### src/hw/spmp_pkg.sv
// Package with register map, field layout, timing counts and state types of the serial port.
package spmp_pkg;

    // ==========================================================================
    // Timing
    localparam int CLK_HZ      = 100_000_000;
    localparam int MAX_BIT_HZ  = 8_000_000;
    localparam int MIN_HALF    = (CLK_HZ + 2 * MAX_BIT_HZ - 1) / (2 * MAX_BIT_HZ);
    localparam int HALF_W      = 8;

    // ==========================================================================
    // Register indices; the byte address is four times the index.
    localparam logic [7:0] IDX_FLAGS = 8'h17;
    localparam logic [7:0] IDX_MASK  = 8'h1e;
    localparam logic [7:0] IDX_CTRL  = 8'h36;
    localparam logic [7:0] IDX_STAT  = 8'h37;
    localparam logic [7:0] IDX_RXB   = 8'h38;
    localparam logic [7:0] IDX_TXB   = 8'h39;

    // ==========================================================================
    // Field positions
    localparam int CTRL_CES  = 7;
    localparam int CTRL_PEN  = 6;
    localparam int CTRL_SRO  = 5;
    localparam int CTRL_SSE  = 4;
    localparam int CTRL_OUT_IDLE_STATE_CTRL = 3;
    localparam int STAT_ORD  = 7;
    localparam int STAT_TDH  = 6;
    localparam int STAT_TDL  = 5;
    localparam int STAT_SSU  = 3;
    localparam int STAT_RBF  = 0;
    localparam int FLAG_SIF  = 3;
    localparam int MASK_SIE  = 3;

    // Baud codes from this value up select the external clock, that is slave mode.
    localparam logic [2:0] BAUD_EXT_MIN = 3'h5;

    // ==========================================================================
    // Types and reset values
    typedef enum logic [1:0] {
        ST_IDLE   = 2'b00,
        ST_MASTER = 2'b01,
        ST_SLAVE  = 2'b11
    } spmp_st_type;

    typedef struct packed {
        spmp_st_type        st;
        logic               clock_edge_select;
        logic               pen;
        logic               shift_start;
        logic               out_idle_state_ctrl;
        logic [2:0]         baud;
        logic               ord;
        logic [1:0]         td;
        logic               ssu;
        logic               rx_buffer_full;
        logic               sif;
        logic               sie;
        logic [7:0]         rxb;
        logic [7:0]         txb;
        logic [7:0]         sh;
        logic               inb;
        logic [3:0]         bits;
        logic [HALF_W-1:0]  half;
        logic               sck;
        logic               sdo;
        logic               pend;
        logic [1:0]         dly;
        logic [2:0]         sck_s;
        logic [2:0]         ss_s;
        logic [2:0]         sdi_s;
        logic               sck_f;
        logic               sck_p;
        logic               ss_f;
        logic               sdi_f;
        logic [31:0]        rdata;
        logic               err;
    } spmp_state_type;

    localparam spmp_state_type STATE_RST = '{
        st      : ST_IDLE,
        ss_s    : 3'h7,
        ss_f    : 1'b1,
        default : '0
    };

endpackage

### src/hw/spmp_top.sv
// Byte-wide full-duplex serial port, master or slave, with an APB register slave.
//
// Operation
// - Master drives the serial clock; slave follows the external clock.
// - Each transfer shifts one byte out and one byte in together.
// - Most significant bit first by default; bit order select bit chooses order.
// - Receive buffer full flag sets once eight bits have shifted.
// - Completed byte goes to read buffer; full and interrupt flags set.
// - Reading the read buffer clears the receive buffer full flag.
// - Write buffer ignores writes while a shift is in progress.
// - Shift start loads and starts; reads one while the transfer runs.
// - Baud select picks shift clock rate or the external clock.
// - Clock edge select picks which clock edge shifts and latches.
// - In slave mode edge select and baud select have no effect.
// - Clock edge select clears when a byte completes.
// - Idle state control sets the data output level after a byte.
// - Two delay select bits delay the data output change.
// - Deselected slave ignores data and stops driving its output.
// - Serial input is ignored in slave mode whenever the port is not selected; master samples it regardless.
// - Both ends use the same clock rate and edge.
// - Slave select only qualifies slave mode; master ignores it.
// - Serial bit rate never exceeds 8 MHz.
// - Received bits replace transmitted bits in the shift register.
//
// Chosen here: register access over APB.
`timescale 1ns/100ps
module spmp_top #(
    parameter int ADDR_W = 12
) (
    input  wire logic              pclk,
    input  wire logic              presetn,
    input  wire logic              psel,
    input  wire logic              penable,
    input  wire logic              pwrite,
    input  wire logic [ADDR_W-1:0] paddr,
    input  wire logic [31:0]       pwdata,
    output logic      [31:0]       prdata,
    output logic                   pready,
    output logic                   pslverr,
    input  wire logic              sck_i,
    output logic                   sck_o,
    output logic                   sck_oe,
    input  wire logic              sdi_i,
    output logic                   sdo_o,
    output logic                   sdo_oe,
    input  wire logic              ss_n_i,
    output logic                   irq
);

    // ==========================================================================
    // Helpers
    function automatic logic mapped(input logic [ADDR_W-1:0] a);
        logic [7:0] i;
        i = a[9:2];
        mapped = (a[1:0] == 2'h0) && (a[ADDR_W-1:10] == '0) &&
                 (i == spmp_pkg::IDX_FLAGS || i == spmp_pkg::IDX_MASK ||
                  i == spmp_pkg::IDX_CTRL  || i == spmp_pkg::IDX_STAT ||
                  i == spmp_pkg::IDX_RXB   || i == spmp_pkg::IDX_TXB);
    endfunction

    function automatic logic out_bit(input logic [7:0] s, input logic ord);
        out_bit = ord ? s[0] : s[7];
    endfunction

    function automatic logic [7:0] shift_in(input logic [7:0] s, input logic ord,
                                            input logic b);
        shift_in = ord ? {b, s[7:1]} : {s[6:0], b};
    endfunction

    function automatic logic is_master(input logic [2:0] baud);
        is_master = baud < spmp_pkg::BAUD_EXT_MIN;
    endfunction

    // ==========================================================================
    // State
    spmp_pkg::spmp_state_type r;
    spmp_pkg::spmp_state_type n;
    logic                     done_c;
    logic                     start_c;
    logic                     wr_c;
    logic                     rd_c;
    logic [7:0]               idx;
    logic [7:0]               rv;
    logic [7:0]               sh_c;
    logic                     sel_c;
    logic [spmp_pkg::HALF_W-1:0] half_lim;

    assign idx = paddr[9:2];

    always_comb begin
        n        = r;
        done_c   = 1'b0;
        start_c  = 1'b0;
        sh_c     = r.sh;
        rv       = 8'h00;
        wr_c     = psel && penable && pwrite && !r.err;
        rd_c     = psel && penable && !pwrite && !r.err;
        half_lim = 8'((spmp_pkg::MIN_HALF << r.baud) - 1);
        sel_c    = !r.ssu || !r.ss_f;

        // Pin synchronisers; a change counts when the second and third stages agree.
        n.sck_s = {r.sck_s[1:0], sck_i};
        n.ss_s  = {r.ss_s[1:0], ss_n_i};
        n.sdi_s = {r.sdi_s[1:0], sdi_i};
        if (r.sck_s[1] == r.sck_s[2]) begin
            n.sck_f = r.sck_s[2];
        end
        if (r.ss_s[1] == r.ss_s[2]) begin
            n.ss_f = r.ss_s[2];
        end
        if (r.sdi_s[1] == r.sdi_s[2]) begin
            n.sdi_f = r.sdi_s[2];
        end
        n.sck_p = r.sck_f;

        // Read data is captured in the setup cycle and presented in the access phase.
        unique case (idx)
            spmp_pkg::IDX_CTRL: rv = {r.clock_edge_select, r.pen, ~r.ss_f, r.shift_start, r.out_idle_state_ctrl, r.baud};
            spmp_pkg::IDX_STAT: rv = {r.ord, r.td, 1'b0, r.ssu, 2'h0, r.rx_buffer_full};
            spmp_pkg::IDX_FLAGS: rv = {4'h0, r.sif, 3'h0};
            spmp_pkg::IDX_MASK: rv = {4'h0, r.sie, 3'h0};
            spmp_pkg::IDX_RXB: rv = r.rxb;
            spmp_pkg::IDX_TXB: rv = r.txb;
            default: rv = 8'h00;
        endcase
        if (psel && !penable) begin
            n.rdata = {24'h000000, rv};
            n.err   = !mapped(paddr);
        end

        if (r.pend) begin
            if (r.dly == 2'h0) begin
                n.sdo  = out_bit(r.sh, r.ord);
                n.pend = 1'b0;
            end else begin
                n.dly = r.dly - 2'h1;
            end
        end

        // Register writes; hardware sets below take priority over these clears.
        if (wr_c) begin
            unique case (idx)
                spmp_pkg::IDX_CTRL: begin
                    n.clock_edge_select  = pwdata[spmp_pkg::CTRL_CES];
                    n.pen  = pwdata[spmp_pkg::CTRL_PEN];
                    n.out_idle_state_ctrl = pwdata[spmp_pkg::CTRL_OUT_IDLE_STATE_CTRL];
                    n.baud = pwdata[2:0];
                    start_c = pwdata[spmp_pkg::CTRL_SSE] && pwdata[spmp_pkg::CTRL_PEN]
                              && !r.shift_start;
                end
                spmp_pkg::IDX_STAT: begin
                    n.ord = pwdata[spmp_pkg::STAT_ORD];
                    n.td  = {pwdata[spmp_pkg::STAT_TDH], pwdata[spmp_pkg::STAT_TDL]};
                    n.ssu = pwdata[spmp_pkg::STAT_SSU];
                    n.rx_buffer_full = pwdata[spmp_pkg::STAT_RBF];
                end
                spmp_pkg::IDX_FLAGS: n.sif = pwdata[spmp_pkg::FLAG_SIF];
                spmp_pkg::IDX_MASK: n.sie = pwdata[spmp_pkg::MASK_SIE];
                spmp_pkg::IDX_TXB: begin
                    if (!r.shift_start) begin
                        n.txb = pwdata[7:0];
                    end
                end
                default: n.err = r.err;
            endcase
        end
        if (rd_c && idx == spmp_pkg::IDX_RXB) begin
            n.rx_buffer_full = 1'b0;
        end

        // Transfer start loads the shift register and schedules the first bit.
        if (start_c) begin
            n.shift_start  = 1'b1;
            n.sh   = r.txb;
            n.bits = 4'h0;
            n.half = '0;
            n.pend = 1'b1;
            n.dly  = r.td;
            // Baud code selects internal or external clock
            n.st   = is_master(pwdata[2:0]) ? spmp_pkg::ST_MASTER : spmp_pkg::ST_SLAVE;
            n.sck  = pwdata[spmp_pkg::CTRL_CES];
        end

        unique case (r.st)
            spmp_pkg::ST_IDLE: begin
                if (!start_c) begin
                    n.sck = r.clock_edge_select;
                end
            end
            spmp_pkg::ST_MASTER: begin
                // Master generates the clock; half period at least MIN_HALF
                if (r.half >= half_lim) begin
                    n.half = '0;
                    n.sck  = ~r.sck;
                    // Leaving the idle level latches, returning shifts
                    if (r.sck == r.clock_edge_select) begin
                        n.inb = r.sdi_f;
                    end else begin
                        sh_c   = shift_in(r.sh, r.ord, r.inb);
                        n.sh   = sh_c;
                        n.bits = r.bits + 4'h1;
                        n.pend = 1'b1;
                        n.dly  = r.td;
                        done_c = (r.bits == 4'h7);
                    end
                end else begin
                    n.half = r.half + 1'b1;
                end
            end
            spmp_pkg::ST_SLAVE: begin
                // Fixed edges in slave mode; act only when selected
                if (sel_c) begin
                    if (r.sck_f && !r.sck_p) begin
                        n.inb = r.sdi_f;
                    end else if (!r.sck_f && r.sck_p) begin
                        sh_c   = shift_in(r.sh, r.ord, r.inb);
                        n.sh   = sh_c;
                        n.bits = r.bits + 4'h1;
                        n.pend = 1'b1;
                        n.dly  = r.td;
                        done_c = (r.bits == 4'h7);
                    end
                end
            end
            default: n.st = spmp_pkg::ST_IDLE;
        endcase

        // Byte complete; the sets win over software clears.
        if (done_c) begin
            n.rxb  = sh_c;
            n.rx_buffer_full  = 1'b1;
            n.sif  = 1'b1;
            n.shift_start  = 1'b0;
            n.st   = spmp_pkg::ST_IDLE;
            n.clock_edge_select  = 1'b0;
            n.sck  = 1'b0;
            n.sdo  = r.out_idle_state_ctrl;
            n.pend = 1'b0;
        end

        if (!r.pen && !start_c) begin
            n.st  = spmp_pkg::ST_IDLE;
            n.shift_start = 1'b0;
        end
    end

    always_ff @(posedge pclk or negedge presetn) begin
        if (!presetn) begin
            r <= spmp_pkg::STATE_RST;
        end else begin
            r <= n;
        end
    end

    // ==========================================================================
    // Outputs
    assign prdata  = r.rdata;
    assign pready  = 1'b1;
    assign pslverr = psel && penable && r.err;
    assign sck_o   = r.sck;
    assign sdo_o   = r.sdo;
    // Slave select qualifies slave mode only
    assign sck_oe  = r.pen && is_master(r.baud);
    assign sdo_oe  = r.pen && (is_master(r.baud) || !r.ssu || !r.ss_f);
    assign irq     = r.sif && r.sie;
endmodule // spmp_top

### config.mk
export PLATFORM = sky130hd
export DESIGN_NAME = spmp_top
export DESIGN_NICKNAME = d
export VERILOG_FILES = /design/src/hw/spmp_pkg.sv /design/src/hw/spmp_top.sv
export SDC_FILE = /design/constraint.sdc
export NUM_CORES = 1
export LEC_CHECK = 0
export BUFFER_PORTS_ARGS = -buffer_cell sky130_fd_sc_hd__buf_2
export CAP_MARGIN = 20
export CORE_MARGIN = 1
export CORE_UTILIZATION = 55
export DETAILED_ROUTE_END_ITERATION = 8
export PLACE_DENSITY = 0.77
export SYNTH_ARGS = -nofsm -noshare
export SYNTH_HDL_FRONTEND = slang
export SYNTH_SLANG_ARGS = --single-unit
### constraint.sdc
create_clock -name pclk -period 3.7 [get_ports pclk]
set_input_delay 0 -clock pclk [delete_from_list [all_inputs] [get_ports pclk]]
set_output_delay 0 -clock pclk [all_outputs]
set_load 0.1 [all_outputs]
==> reports/metrics.cfg <==
[run_status]
status=finished with violations
violations=negative hold slack

[route]
routed_wirelength_um=9360
wire_per_inst_um=16.3
vias_per_cell=5.77
drt_iter0_drc=253
vias=3306
first_pass_iters=5
antenna_left=0
remaining_drc_errors=0

[timing]
holdWs_ns=-0.00852
rsz0062_at_grt=false
drv_slew=0
fin_skew_ns=0.00969
tns_ns=0
relSlewSlack_pct=32.5
worstMarginPinSlew_ns=1.01
period_share_pct=89.8
min_period_ns=3.32
hold_violations=6
setup_viol=0
clock.fmax_mhz=301

[finish]
area_delta_synth_final_pct=12.1
stdcell_area_mm2=0.00499
multiInputGateArea_mm2=0.00216
num-fill-cells=632
drive_above_1_share_pct=21.2
n_antenna_cell=0
regArea_mm2=0.00201
nets=529
utilization_pct=64.2

[clocking]
post-cts-setup-buffers=0
h-tree-depth=3
cts_tree=done
clkTransAtPathRegs_ns=0.09
cts_made_buffers=9
cts.sinks=80
clkLatencyLatePin_ns=0.36
root_buffer=clkbuf_8
cts_resized=0
clock_path_buffers=2
hold_buffers=14

[worst_hold_path]
hp-class=in2async

[power_and_ir_drop]
p_sw_share_pct=32.8
p_leak_nw=2.49
p_comb_share_pct=15.4
internal_power_mw=1.27
vdd_drop_max_mv=0.368
p_switching_mw=0.621
sequentialPowerShare_pct=48.0
p_clk_share_pct=36.6
p_per_area_mw_per_mm2=379

[critical_path]
critPathBufInv=0
critPathSlowestCell=dfrtp_1
cpPeakStageDelay_ns=0.41
required_ns=3.94
cp-end-kind=register
cpLargestDelayFamily=compound AO/OA/AOI/OAI gates
start_kind=register
crit_fanout=11
path_class=reg2reg
cp_cell_sequence=or3_1, ha_1, nor3_1, a21oi_1, o21a_1, ha_1, a21oi_1, o21ai_1, o211a_1, o21ai_2, nand2_1, mux2_1
cp_data_arrival_time_ns=3.57

[floorplan]
rows=32
core_area_mm2=0.00777
dieArea_mm2=0.00845
start_util_pct=57.3
pin_count=91
die_w_um=91.9
fp.dieH_um=91.9

[synthesis]
synthFlopType=dfrtp_1
ys_warn_count=0
synth_top_area_cell=dfrtp_1
synthCells=419
synth_area_per_cell_um2=10.6
yosysMostFrequentCell=dfrtp_1
yosysSeqAreaShare_pct=45.1
async_reset_ff_share_pct=100
netlist_top_cells_area=dfrtp_1 43%, mux2i_1 7.0%, buf_4 5.6%, ha_1 3.1%, mux2_4 2.7%
syn_area_mm2=0.00445
synth-seq-cells=80
ys_types=66
synth_edf_count=0
yosys-top-cells-count=76 x dfrtp_1, 33 x buf_4, 31 x mux2i_1, 30 x nand2_1, 27 x nor2_1
yosysTopAreaCellShare_pct=42.8

[placement]
post_dp_cell_area_mm2=0.00461
dp_hpwl_um=6670
io_buffers=41
gp_congestion=0.812

[global_route]
grt-ovfl-total=0
grt_usage_pct=24.0
antenna_found_initial=0
grt_pass1_vias=3131
grt_pass1_wl_um=15600
grt_max_degree=81

[flow_run]
maxCapViolations=0

## layout by cell type (no fill, tap or decap), types with 4 or more instances in the layout
cell	netlist	final
mux2_2	7	7
nor3_1	5	5
and3_1	6	6
dfstp_2	4	4
mux2_4	8	8
inv_1	11	11
ha_1	11	11
conb_1	2	25
a21oi_1	23	23
mux2i_1	31	31
or3_1	4	4
clkbuf_8	0	9
nor2b_1	4	4
mux2_1	5	5
o21a_1	4	4
dfrtp_1	76	76
dlygate4sd3_1	0	14
nand2b_1	7	7
a21o_1	4	4
a31oi_1	9	9
nor2_1	27	27
o21ai_0	18	18
nand2_1	30	30
a222oi_1	7	7
buf_4	33	7
buf_2	6	40
nand3_1	9	9
## state kept, by name, summed over array words and instances (netlist names)
| name | flops |
|---|---|
| n | 7 |
| prdata | 8 |
| r | 63 |
| sck_o | 1 |
| sdo_o | 1 |
## final timing paths
path                              startpoint           endpoint  slack (ns)  cells after the start
max reg2reg                r[96]$_DFFE_PN0P_    r[46]$_DFF_PN0_        0.38                     12
min                                  presetn  r[53]$_DFFE_PN0P_      -0.009                      2
min reg2reg                  n[41]$_DFF_PN1_    n[42]$_DFF_PN1_        0.37                      0
max                        r[96]$_DFFE_PN0P_    r[46]$_DFF_PN0_        0.38                     12
max in group asynchronous            presetn    n[42]$_DFF_PN1_        3.14                      3
min in group pclk                   paddr[1]   r[0]$_DFFE_PN0P_        0.01                      4
## power groups by stage
stage	Clock, mW	Combinational [mW]	Sequential (mW)
after global placement	0	0.276	0.923
after CTS	0.701	0.289	0.908
final	0.692	0.292	0.908
after detailed placement	0	0.278	0.925
after global routing	0.739	0.307	0.910
after floorplan	0	0.259	0.921
## worst register-to-register path, cell delays in order, from the launching register on
cell,delay (ns)
dfrtp_1,0.41
or3_1,0.39
ha_1,0.27
nor3_1,0.16
a21oi_1,0.06
o21a_1,0.19
ha_1,0.18
a21oi_1,0.14
o21ai_1,0.19
o211a_1,0.32
o21ai_2,0.37
nand2_1,0.19
mux2_1,0.34
## logic make-up after synthesis
group           count (synthesis)  synth area share (%)
compound gates                 90                  13.6
fa+ha+maj                      14                  3.77
other cells                     2                 0.169
buf+inv                        62                  8.35
simple gates                  116                  15.5
flops                          80                  45.1
xor+xnor                        4                 0.788
mux                            51                  12.7
## metal layers
metal	vias up	track usage [%]	wire [um]
li1	1548	-	-
met1	1616	33.2	4310
met2	120	36.4	4350
met3	22	3.81	401
met4	0	12.9	289
met5	-	0	0
## metrics by stage
stage | setup slack (ns) | hold slack, ns | instances | total power, mW
after detailed placement | 0.449 | 0.110 | 542 | 1.20
after floorplan | 0.478 | -0.296 | 442 | 1.18
final | 0.377 | -0.00852 | 573 | 1.89
after CTS | 0.422 | 0.00600 | 572 | 1.90
after global routing | 0.199 | 0.000968 | 573 | 1.96
after global placement | 0.516 | 0.106 | 542 | 1.20
## layout make-up
class / count / share of cell area [%]
sequential: 80 / 40.2
multi-input combinational: 300 / 43.2
inverter: 12 / 0.903
clock buffer: 9 / 2.48
clock inverter: 7 / 1.76
timing repair buffer: 63 / 8.83
tap: 102 / 2.56
Power figures use the tool's default switching activity.
